--- src/uretc_pkg.sv ---
// constants and types shared by the serial error-flag and transmit-end block
package uretc_pkg;
	// printed offsets are register indices; byte address is four times index
	localparam logic [31:0] BAUD_IDX = 32'h00ffff80;
	localparam logic [31:0] CTRL_IDX = 32'h00ffff82;
	localparam logic [31:0] TDATA_IDX = 32'h00ffff83;
	localparam logic [31:0] STAT_IDX = 32'h00ffff84;
	localparam logic [31:0] RDATA_IDX = 32'h00ffff85;
	localparam logic [31:0] IST_IDX = 32'h00ffff86;
	localparam logic [31:0] IMASK_IDX = 32'h00ffff87;

	// serial_control fields
	localparam int CTL_RIE = 6;
	localparam int CTL_TE = 5;
	localparam int CTL_RE = 4;
	localparam int CTL_TX_END_IRQ_ENABLE = 2;
	localparam int CTL_PEN = 1;
	localparam int CTL_PODD = 0;

	// serial_status fields; the four flags at PARITY_ERROR_FLAG..RDRF are contiguous
	localparam int STAT_TDRE = 7;
	localparam int STAT_RDRF = 6;
	localparam int STAT_OVERRUN_ERROR_FLAG = 5;
	localparam int STAT_FER = 4;
	localparam int STAT_PER = 3;
	localparam int STAT_TEND = 2;
	localparam int NFLAGS = 4;

	// interrupt status and mask fields
	localparam int IRQ_RXI = 0;
	localparam int IRQ_ERI = 1;
	localparam int IRQ_TEI = 2;
	localparam int IRQ_W = 3;

	localparam logic [7:0] CTRL_RST = 8'h00;
	localparam logic [15:0] BAUD_RST = 16'h0003;
	localparam logic [IRQ_W-1:0] IMASK_RST = 3'h0;

	// sixteen ticks per bit, sampled at the middle
	localparam logic [3:0] OVS_LAST = 4'hf;
	localparam logic [3:0] OVS_MID = 4'h7;
	localparam logic [3:0] BITS_PAR = 4'h8;
	localparam logic [3:0] BITS_NOPAR = 4'h7;

	typedef enum logic [1:0] {
		ST_IDLE = 2'b00,
		ST_START = 2'b01,
		ST_DATA = 2'b11,
		ST_STOP = 2'b10
	} uretc_state_t;

	typedef struct packed {
		logic tdre;
		logic rdrf;
		logic overrun_error_flag;
		logic framing_error_flag;
		logic parity_error_flag;
		logic tend;
		logic [1:0] rsv;
	} uretc_stat_t;
endpackage

--- src/uretc_flag.sv ---
// status flag cleared by a zero write after it has been read as one
`timescale 1ns/1ps
module uretc_flag #(
	parameter logic RST_VAL = 1'b0
) (
	input wire logic sys_clk_i,
	input wire logic rst_n_i,
	input wire logic set_i,
	input wire logic seen_i,
	input wire logic wr_i,
	input wire logic wbit_i,
	output logic flag_o
);
	logic armed;

	// a read that returned one arms the clear; any status write consumes it
	always_ff @(posedge sys_clk_i or negedge rst_n_i) begin
		if (!rst_n_i) begin
			armed <= 1'b0;
		end else if (wr_i) begin
			armed <= 1'b0;
		end else if (seen_i) begin
			armed <= 1'b1;
		end
	end

	// set wins over clear; a written one does nothing
	always_ff @(posedge sys_clk_i or negedge rst_n_i) begin
		if (!rst_n_i) begin
			flag_o <= RST_VAL;
		end else if (set_i) begin
			flag_o <= 1'b1;
		end else if (wr_i && !wbit_i && armed) begin
			flag_o <= 1'b0;
		end
	end
endmodule

--- src/uretc_tick.sv ---
// oversampling tick generator, one pulse every div+1 clocks
`timescale 1ns/1ps
module uretc_tick (
	input wire logic sys_clk_i,
	input wire logic rst_n_i,
	input wire logic [15:0] div_i,
	output logic tick_o
);
	logic [15:0] cnt;

	always_ff @(posedge sys_clk_i or negedge rst_n_i) begin
		if (!rst_n_i) begin
			cnt <= 16'h0000;
			tick_o <= 1'b0;
		end else if (cnt >= div_i) begin
			cnt <= 16'h0000;
			tick_o <= 1'b1;
		end else begin
			cnt <= cnt + 16'h0001;
			tick_o <= 1'b0;
		end
	end
endmodule

--- src/uretc_top.sv ---
// serial channel with receive error flags and transmit-end control on APB
// Operation
// framing error during reception sets status bit 4
// framing flag clears only by zero write after reading it as one
// parity error during reception sets status bit 3
// parity flag clears only by zero write after reading it as one
// writing one to an error flag has no effect
// handler should reread a flag after writing zero to it
// control bit 2 gates the transmit-end interrupt request
// receive interrupt enable gates receive-data and receive-error requests
// overrun sets status bit 5, cleared by zero write after read
// new characters are sent only while transmit enable is one
//
// Register access over APB was decided locally.
`timescale 1ns/1ps
module uretc_top (
	input wire logic sys_clk_i,
	input wire logic rst_n_i,
	input wire logic psel_i,
	input wire logic penable_i,
	input wire logic pwrite_i,
	input wire logic [31:0] paddr_i,
	input wire logic [31:0] pwdata_i,
	output logic [31:0] prdata_o,
	output logic pready_o,
	output logic pslverr_o,
	input wire logic rxd_i,
	output logic txd_o,
	output logic irq_o
);
	logic setup;
	logic xfer;
	logic wr_en;
	logic rd_en;
	logic map_ok;
	logic [31:0] next_rdata;
	logic wr_ctrl;
	logic wr_baud;
	logic wr_tdata;
	logic wr_stat;
	logic rd_stat;
	logic wr_ist;
	logic wr_imask;

	localparam int IRQ_W_L = uretc_pkg::IRQ_W;
	localparam int NF = uretc_pkg::NFLAGS;

	logic [7:0] ctrl;
	logic [15:0] baud;
	logic [7:0] tdata;
	logic [7:0] rdata;
	logic tdre;
	logic tend;
	logic [IRQ_W_L-1:0] ist;
	logic [IRQ_W_L-1:0] imask;
	logic [IRQ_W_L-1:0] req;
	uretc_pkg::uretc_stat_t stat;

	logic [NF-1:0] flg;
	logic [NF-1:0] flg_set;
	logic tick;

	uretc_pkg::uretc_state_t tx_st;
	logic [3:0] tx_ov;
	logic [3:0] tx_cnt;
	logic [8:0] tx_sh;
	logic tx_take;
	logic tx_done;

	uretc_pkg::uretc_state_t rx_st;
	logic [3:0] rx_ov;
	logic [3:0] rx_cnt;
	logic [8:0] rx_sh;
	logic rx_done;
	logic rx_stop_bad;
	logic [7:0] rx_byte;
	logic rx_par_bad;

	logic [3:0] nbits_last;
	logic pen;

	function automatic logic [31:0] adr(input logic [31:0] idx);
		adr = {idx[29:0], 2'b00};
	endfunction

	assign setup = psel_i & ~penable_i;
	assign xfer = psel_i & penable_i & pready_o;
	assign wr_en = xfer & pwrite_i;
	assign rd_en = xfer & ~pwrite_i;
	assign pen = ctrl[uretc_pkg::CTL_PEN];
	assign nbits_last = pen ? uretc_pkg::BITS_PAR : uretc_pkg::BITS_NOPAR;

	assign stat = {tdre, flg[3], flg[2], flg[1], flg[0], tend, 2'b00};

	// read mux and address decode
	always_comb begin
		next_rdata = 32'h00000000;
		map_ok = 1'b1;
		if (paddr_i == adr(uretc_pkg::CTRL_IDX)) begin
			next_rdata = {24'h000000, ctrl};
		end else if (paddr_i == adr(uretc_pkg::STAT_IDX)) begin
			next_rdata = {24'h000000, stat};
		end else if (paddr_i == adr(uretc_pkg::BAUD_IDX)) begin
			next_rdata = {16'h0000, baud};
		end else if (paddr_i == adr(uretc_pkg::TDATA_IDX)) begin
			next_rdata = {24'h000000, tdata};
		end else if (paddr_i == adr(uretc_pkg::RDATA_IDX)) begin
			next_rdata = {24'h000000, rdata};
		end else if (paddr_i == adr(uretc_pkg::IST_IDX)) begin
			next_rdata = {29'h0, ist};
		end else if (paddr_i == adr(uretc_pkg::IMASK_IDX)) begin
			next_rdata = {29'h0, imask};
		end else begin
			map_ok = 1'b0;
		end
	end

	assign wr_ctrl = wr_en && paddr_i == adr(uretc_pkg::CTRL_IDX);
	assign wr_baud = wr_en && paddr_i == adr(uretc_pkg::BAUD_IDX);
	assign wr_tdata = wr_en && paddr_i == adr(uretc_pkg::TDATA_IDX);
	assign wr_stat = wr_en && paddr_i == adr(uretc_pkg::STAT_IDX);
	assign rd_stat = rd_en && paddr_i == adr(uretc_pkg::STAT_IDX);
	assign wr_ist = wr_en && paddr_i == adr(uretc_pkg::IST_IDX);
	assign wr_imask = wr_en && paddr_i == adr(uretc_pkg::IMASK_IDX);

	// no wait state: data is captured in setup and returned in the first access cycle
	always_ff @(posedge sys_clk_i or negedge rst_n_i) begin
		if (!rst_n_i) begin
			prdata_o <= 32'h00000000;
			pready_o <= 1'b0;
			pslverr_o <= 1'b0;
		end else if (setup) begin
			prdata_o <= pwrite_i ? 32'h00000000 : next_rdata;
			pready_o <= 1'b1;
			pslverr_o <= ~map_ok;
		end else begin
			pready_o <= 1'b0;
			pslverr_o <= 1'b0;
		end
	end

	always_ff @(posedge sys_clk_i or negedge rst_n_i) begin
		if (!rst_n_i) begin
			ctrl <= uretc_pkg::CTRL_RST;
		end else if (wr_ctrl) begin
			ctrl <= pwdata_i[7:0];
		end
	end

	always_ff @(posedge sys_clk_i or negedge rst_n_i) begin
		if (!rst_n_i) begin
			baud <= uretc_pkg::BAUD_RST;
		end else if (wr_baud) begin
			baud <= pwdata_i[15:0];
		end
	end

	always_ff @(posedge sys_clk_i or negedge rst_n_i) begin
		if (!rst_n_i) begin
			imask <= uretc_pkg::IMASK_RST;
		end else if (wr_imask) begin
			imask <= pwdata_i[IRQ_W_L-1:0];
		end
	end

	uretc_tick u_tick (
		.sys_clk_i(sys_clk_i),
		.rst_n_i(rst_n_i),
		.div_i(baud),
		.tick_o(tick)
	);

	// error and receive-full flags, status bits PARITY_ERROR_FLAG upward
	assign flg_set[0] = rx_done & pen & rx_par_bad;
	assign flg_set[1] = rx_done & rx_stop_bad;
	assign flg_set[2] = rx_done & flg[3];
	assign flg_set[3] = rx_done & ~flg[3] & ~rx_stop_bad &
		~(pen & rx_par_bad);

	generate
		for (genvar i = 0; i < NF; i++) begin : g_flag
			uretc_flag u_flag (
				.sys_clk_i(sys_clk_i),
				.rst_n_i(rst_n_i),
				.set_i(flg_set[i]),
				.seen_i(rd_stat & prdata_o[uretc_pkg::STAT_PER + i]),
				.wr_i(wr_stat),
				.wbit_i(pwdata_i[uretc_pkg::STAT_PER + i]),
				.flag_o(flg[i])
			);
		end
	endgenerate

	// transmit holding register
	assign tx_take = tx_st == uretc_pkg::ST_IDLE &&
		ctrl[uretc_pkg::CTL_TE] && !tdre && !wr_tdata;

	always_ff @(posedge sys_clk_i or negedge rst_n_i) begin
		if (!rst_n_i) begin
			tdata <= 8'h00;
			tdre <= 1'b1;
		end else if (wr_tdata) begin
			tdata <= pwdata_i[7:0];
			tdre <= 1'b0;
		end else if (tx_take) begin
			tdre <= 1'b1;
		end
	end

	// transmit end: last stop bit sent with nothing waiting
	always_ff @(posedge sys_clk_i or negedge rst_n_i) begin
		if (!rst_n_i) begin
			tend <= 1'b1;
		end else if (tx_done && tdre) begin
			tend <= 1'b1;
		end else if (tx_take) begin
			tend <= 1'b0;
		end
	end

	assign tx_done = tick && tx_st == uretc_pkg::ST_STOP &&
		tx_ov == uretc_pkg::OVS_LAST;

	always_ff @(posedge sys_clk_i or negedge rst_n_i) begin
		if (!rst_n_i) begin
			tx_st <= uretc_pkg::ST_IDLE;
			tx_ov <= 4'h0;
			tx_cnt <= 4'h0;
			tx_sh <= 9'h1ff;
		end else begin
			case (tx_st)
			uretc_pkg::ST_IDLE: begin
				tx_ov <= 4'h0;
				tx_cnt <= 4'h0;
				if (tx_take) begin
					tx_sh <= {(^tdata) ^ ctrl[uretc_pkg::CTL_PODD], tdata};
					tx_st <= uretc_pkg::ST_START;
				end
			end
			uretc_pkg::ST_START: begin
				if (tick) begin
					tx_ov <= tx_ov + 4'h1;
					if (tx_ov == uretc_pkg::OVS_LAST) begin
						tx_st <= uretc_pkg::ST_DATA;
					end
				end
			end
			uretc_pkg::ST_DATA: begin
				if (tick) begin
					tx_ov <= tx_ov + 4'h1;
					if (tx_ov == uretc_pkg::OVS_LAST) begin
						tx_sh <= {1'b1, tx_sh[8:1]};
						tx_cnt <= tx_cnt + 4'h1;
						if (tx_cnt == nbits_last) begin
							tx_st <= uretc_pkg::ST_STOP;
						end
					end
				end
			end
			default: begin
				if (tick) begin
					tx_ov <= tx_ov + 4'h1;
					if (tx_ov == uretc_pkg::OVS_LAST) begin
						tx_st <= uretc_pkg::ST_IDLE;
					end
				end
			end
			endcase
		end
	end

	always_ff @(posedge sys_clk_i or negedge rst_n_i) begin
		if (!rst_n_i) begin
			txd_o <= 1'b1;
		end else if (tx_st == uretc_pkg::ST_START) begin
			txd_o <= 1'b0;
		end else if (tx_st == uretc_pkg::ST_DATA) begin
			txd_o <= tx_sh[0];
		end else begin
			txd_o <= 1'b1;
		end
	end

	// receiver: start found on a tick, checked mid-bit, then every 16 ticks
	assign rx_done = tick && rx_st == uretc_pkg::ST_STOP &&
		rx_ov == uretc_pkg::OVS_LAST;
	assign rx_stop_bad = ~rxd_i;
	assign rx_byte = pen ? rx_sh[7:0] : rx_sh[8:1];
	assign rx_par_bad = (^rx_sh) != ctrl[uretc_pkg::CTL_PODD];

	always_ff @(posedge sys_clk_i or negedge rst_n_i) begin
		if (!rst_n_i) begin
			rx_st <= uretc_pkg::ST_IDLE;
			rx_ov <= 4'h0;
			rx_cnt <= 4'h0;
			rx_sh <= 9'h000;
		end else if (tick) begin
			case (rx_st)
			uretc_pkg::ST_IDLE: begin
				rx_ov <= 4'h0;
				rx_cnt <= 4'h0;
				if (ctrl[uretc_pkg::CTL_RE] && !rxd_i) begin
					rx_st <= uretc_pkg::ST_START;
				end
			end
			uretc_pkg::ST_START: begin
				rx_ov <= rx_ov + 4'h1;
				if (rx_ov == uretc_pkg::OVS_MID) begin
					rx_ov <= 4'h0;
					rx_st <= rxd_i ? uretc_pkg::ST_IDLE : uretc_pkg::ST_DATA;
				end
			end
			uretc_pkg::ST_DATA: begin
				rx_ov <= rx_ov + 4'h1;
				if (rx_ov == uretc_pkg::OVS_LAST) begin
					rx_sh <= {rxd_i, rx_sh[8:1]};
					rx_cnt <= rx_cnt + 4'h1;
					if (rx_cnt == nbits_last) begin
						rx_st <= uretc_pkg::ST_STOP;
					end
				end
			end
			default: begin
				rx_ov <= rx_ov + 4'h1;
				if (rx_ov == uretc_pkg::OVS_LAST) begin
					rx_st <= uretc_pkg::ST_IDLE;
				end
			end
			endcase
		end
	end

	// data held while the full flag is up is kept; the new byte is lost
	always_ff @(posedge sys_clk_i or negedge rst_n_i) begin
		if (!rst_n_i) begin
			rdata <= 8'h00;
		end else if (flg_set[3]) begin
			rdata <= rx_byte;
		end
	end

	// interrupt requests, sticky status, write one to clear, set wins
	assign req[uretc_pkg::IRQ_RXI] = flg[3] & ctrl[uretc_pkg::CTL_RIE];
	assign req[uretc_pkg::IRQ_ERI] = |flg[2:0] & ctrl[uretc_pkg::CTL_RIE];
	assign req[uretc_pkg::IRQ_TEI] = tend & ctrl[uretc_pkg::CTL_TX_END_IRQ_ENABLE];

	always_ff @(posedge sys_clk_i or negedge rst_n_i) begin
		if (!rst_n_i) begin
			ist <= 3'h0;
		end else if (wr_ist) begin
			ist <= req | (ist & ~pwdata_i[IRQ_W_L-1:0]);
		end else begin
			ist <= req | ist;
		end
	end

	always_ff @(posedge sys_clk_i or negedge rst_n_i) begin
		if (!rst_n_i) begin
			irq_o <= 1'b0;
		end else begin
			irq_o <= |(ist & imask);
		end
	end

	// checker copy of the read-as-one history of framing (1) and parity (0)
	logic [1:0] err_seen;

	always_ff @(posedge sys_clk_i or negedge rst_n_i) begin
		if (!rst_n_i) begin
			err_seen <= 2'h0;
		end else if (wr_stat) begin
			err_seen <= 2'h0;
		end else if (rd_stat) begin
			err_seen <= err_seen |
				prdata_o[uretc_pkg::STAT_FER:uretc_pkg::STAT_PER];
		end
	end
endmodule
--- config.mk ---
export PLATFORM = sky130hd
export DESIGN_NAME = uretc_top
export DESIGN_NICKNAME = d
export VERILOG_FILES = /design/src/uretc_pkg.sv /design/src/uretc_flag.sv /design/src/uretc_tick.sv /design/src/uretc_top.sv
export SDC_FILE = /design/constraint.sdc
export NUM_CORES = 1
export LEC_CHECK = 0
export BUFFER_PORTS_ARGS = -buffer_cell sky130_fd_sc_hd__buf_4
export CAP_MARGIN = 20
export CORE_UTILIZATION = 40
export CTS_CLUSTER_DIAMETER = 100
export CTS_CLUSTER_SIZE = 14
export DETAILED_ROUTE_END_ITERATION = 10
export HOLD_SLACK_MARGIN = 0.02
export PLACE_DENSITY_LB_ADDON = 0.3
export SYNTH_ARGS = -nofsm -noshare
export SYNTH_HDL_FRONTEND = slang
export SYNTH_SLANG_ARGS = --single-unit
--- constraint.sdc ---
create_clock -name sys_clk_i -period 3.2 [get_ports sys_clk_i]
set_input_delay 0.32 -clock sys_clk_i [delete_from_list [all_inputs] [get_ports sys_clk_i]]
set_output_delay 0.32 -clock sys_clk_i [all_outputs]
set_load 0.05 [all_outputs]
==> flow_summary.json <==
{
  "status": "complete, no violations",
  "diodes": 0,
  "numPortBuffers": 73,
  "yosysMostFrequentCell": "dfrtp_1",
  "synth_top_family_by_area": "multiplexers",
  "clk_latency_ps": 420,
  "synth_flop_cell": "dfrtp_1",
  "fmax_mhz": 405,
  "synth-async-reset-ratio": 1.00,
  "synth_area_um2": 6870,
  "gp_congestion": 0.880,
  "instances_no_fill": 940,
  "dp_cells": 906,
  "cts_resized": 0,
  "min_delay_path_depth": 2,
  "synth-xor-area-share": 0.0492,
  "via_count": 5191,
  "grt_start_max_net_pins": 62,
  "num-fill-cells": 1523,
  "period_share": 0.771,
  "grt_pass1_vias": 5198,
  "antenna_left": 0,
  "layout-drive-gt1-share": 0.294,
  "clockBufferDepth": 2,
  "startpoint_type": "register",
  "wire_per_inst_um": 17.4,
  "clock_skew_ps": 8.74,
  "totalWireLength_mm": 16.4,
  "yosys_warnings": 0,
  "slew_viol_final": 0,
  "hold-worst-slack_ps": 134,
  "final_nets": 798,
  "r2r_start": "ctrl[0]$_DFFE_PN0P_",
  "crit_type": "register to register",
  "stdcell_area_um2": 8210,
  "coreArea_um2": 16700,
  "start_util": 0.412,
  "synth_seq_area_share": 0.480,
  "synth-edff-count": 0,
  "synth.area.top_cells": "dfrtp_1 43%, mux2_2 13%, dfstp_2 5.4%",
  "yosys-top-cells-count": "117 x dfrtp_1, 78 x mux2_2, 51 x nand2_1, 33 x inv_1, 29 x nor2_1",
  "grt_use_total": 0.199,
  "ff2ff_path_depth": 6,
  "fp.dieW_um": 133,
  "peakVddDrop_uv": 396,
  "ios": 106,
  "clk_pin_slew_worst_paths_ps": 60,
  "synthAdderAreaFrac": 0.0382,
  "finalHoldViolCount": 0,
  "chipHeight_um": 133,
  "powerDensity_nw_per_um2": 456,
  "postCtsSetupBuffers": 0,
  "critPathCaptureType": "register",
  "synthSimpleGateAreaFrac": 0.125,
  "grt_busiest_layer": "met2",
  "place_hpwl_mm": 12.1,
  "grt_util_met1": 0.267,
  "grt_use_met3": 0.0356,
  "gr-total-overflow": 0,
  "cp.arrival_ps": 2760,
  "synth_cell_types": 62,
  "syn2layout_area_growth_pct": 19.4,
  "r2r-end": "rdata[3]$_DFFE_PN0P_",
  "use_met2": 0.318,
  "antenna_found_initial": 0,
  "r2r_setup_slack_ps": 730,
  "place_area_um2": 7610,
  "holdPathEnd": "baud[8]$_DFFE_PN0P_",
  "synth-compound-area-share": 0.125,
  "remaining_drc_errors": 0,
  "syn-instance-count": 628,
  "max_cap_violations": 0,
  "synth_top_area_frac": 0.426,
  "cts_buffers": 17,
  "via_per_inst": 5.52,
  "rows": 47,
  "power_leakage_uw": 0.00382,
  "dr.pass1.iters": 7,
  "rsz0062_at_grt": "no",
  "htreeDepth": 4,
  "drt_iter0_drc": 296,
  "ctsRootBufferMaster": "clkbuf_16",
  "die_area_um2": 17700,
  "grt_pass1_wl_mm": 27.3,
  "synth_seq_cells": 131,
  "tightest_slew_ps": 658,
  "cts_tree": "built",
  "fin_crit_ps": 2470,
  "avgSynthCellArea_um2": 10.9,
  "numClockSinks": 131,
  "hold_start": "pwdata_i[8]",
  "tns_ps": 0,
  "hp-class": "input port to register",
  "synth_top_area_cell": "dfrtp_1",
  "muxShareOfSynthArea": 0.131,
  "max_slew_margin": 0.562,
  "crit_fanout": 7,
  "hold_buffers": 1,
  "setup_viol": 0,
  "required_ps": 3500
}
## cells by family after synthesis
kind of cell	Yosys count
simple gates	165
fa+ha+maj	21
compound gates	120
other cells	1
flops	131
buf+inv	73
xor+xnor	37
mux	80
## critical path, cell delays in order, from the launching register on
cell and delay [ps]:
dfrtp_1 460, xnor2_1 240, xnor3_1 360, xnor2_1 180, a2111oi_2 510, buf_4 240
mux2_2 340
## final cells by class
class                      count  area [um2]  area share
clock inverter                 6        38.8     0.00472
clock buffer                  26         543      0.0661
tap                          220         275      0.0335
timing repair buffer          85         653      0.0796
sequential                   131        3300       0.401
inverter                      33         124      0.0151
multi-input combinational    439        3280       0.399
## sequential cells by signal, indices dropped and copies added (netlist names), 3 cells and up
signal	cells
tx_sh	9
imask	3
rx_cnt	4
rdata	8
tx_cnt	4
ctrl	8
baud	16
u_tick.cnt	16
prdata_o	16
rx_ov	4
g_flag.u_flag.armed	4
ist	3
g_flag.u_flag.flag_o	4
tdata	8
rx_sh	9
tx_ov	4
## stage by stage
step | utilization | total power, uW | worst slack [ps]
6_report | 0.492 | 3740 | 733
5_1_grt | 0.492 | 3880 | 551
4_1_cts | 0.491 | 3780 | 709
3_5_place_dp | 0.456 | 1900 | 393
3_3_place_gp | 0.456 | 1900 | 428
2_1_floorplan | - | 1800 | 685
## cell usage in the layout (no fill, tap or decap), types with 16 or more instances in the layout
cell	count
a211oi_1	18
a21oi_1	16
buf_4	83
clkbuf_16	20
conb_1	16
dfrtp_1	117
ha_1	21
inv_1	33
mux2_2	78
nand2_1	51
nand3_1	18
nor2_1	29
o21ai_0	22
xnor2_1	19
xor2_1	17
## where the power goes
group          total (uW)  switching, uW  internal [uW]  leakage, uW
Sequential           1670           3.29           1660      0.00173
Clock                1870            706           1170     0.000282
Combinational         204            138           66.0      0.00180
## worst max path at each step
stage	from	end	slack [ps]
6_report	ctrl[0]$_DFFE_PN0P_	rdata[3]$_DFFE_PN0P_	730
5_1_grt	ctrl[0]$_DFFE_PN0P_	rdata[5]$_DFFE_PN0P_	550
4_1_cts	ctrl[0]$_DFFE_PN0P_	rdata[3]$_DFFE_PN0P_	710
3_5_place_dp	paddr_i[5]	tx_sh[7]$_DFFE_PN1P_	390
3_3_place_gp	paddr_i[5]	tx_sh[5]$_DFFE_PN1P_	430
2_1_floorplan	paddr_i[5]	prdata_o[4]$_DFFE_PN0P_	680
## per-layer routing
| metal | vias to the layer above | part of all wire |
|---|---|---|
| met5 | - | 0 |
| met4 | 0 | 0.019 |
| met3 | 20 | 0.058 |
| met2 | 182 | 0.47 |
| met1 | 2580 | 0.45 |
| li1 | 2409 | - |
Power figures use the tool's default switching activity.
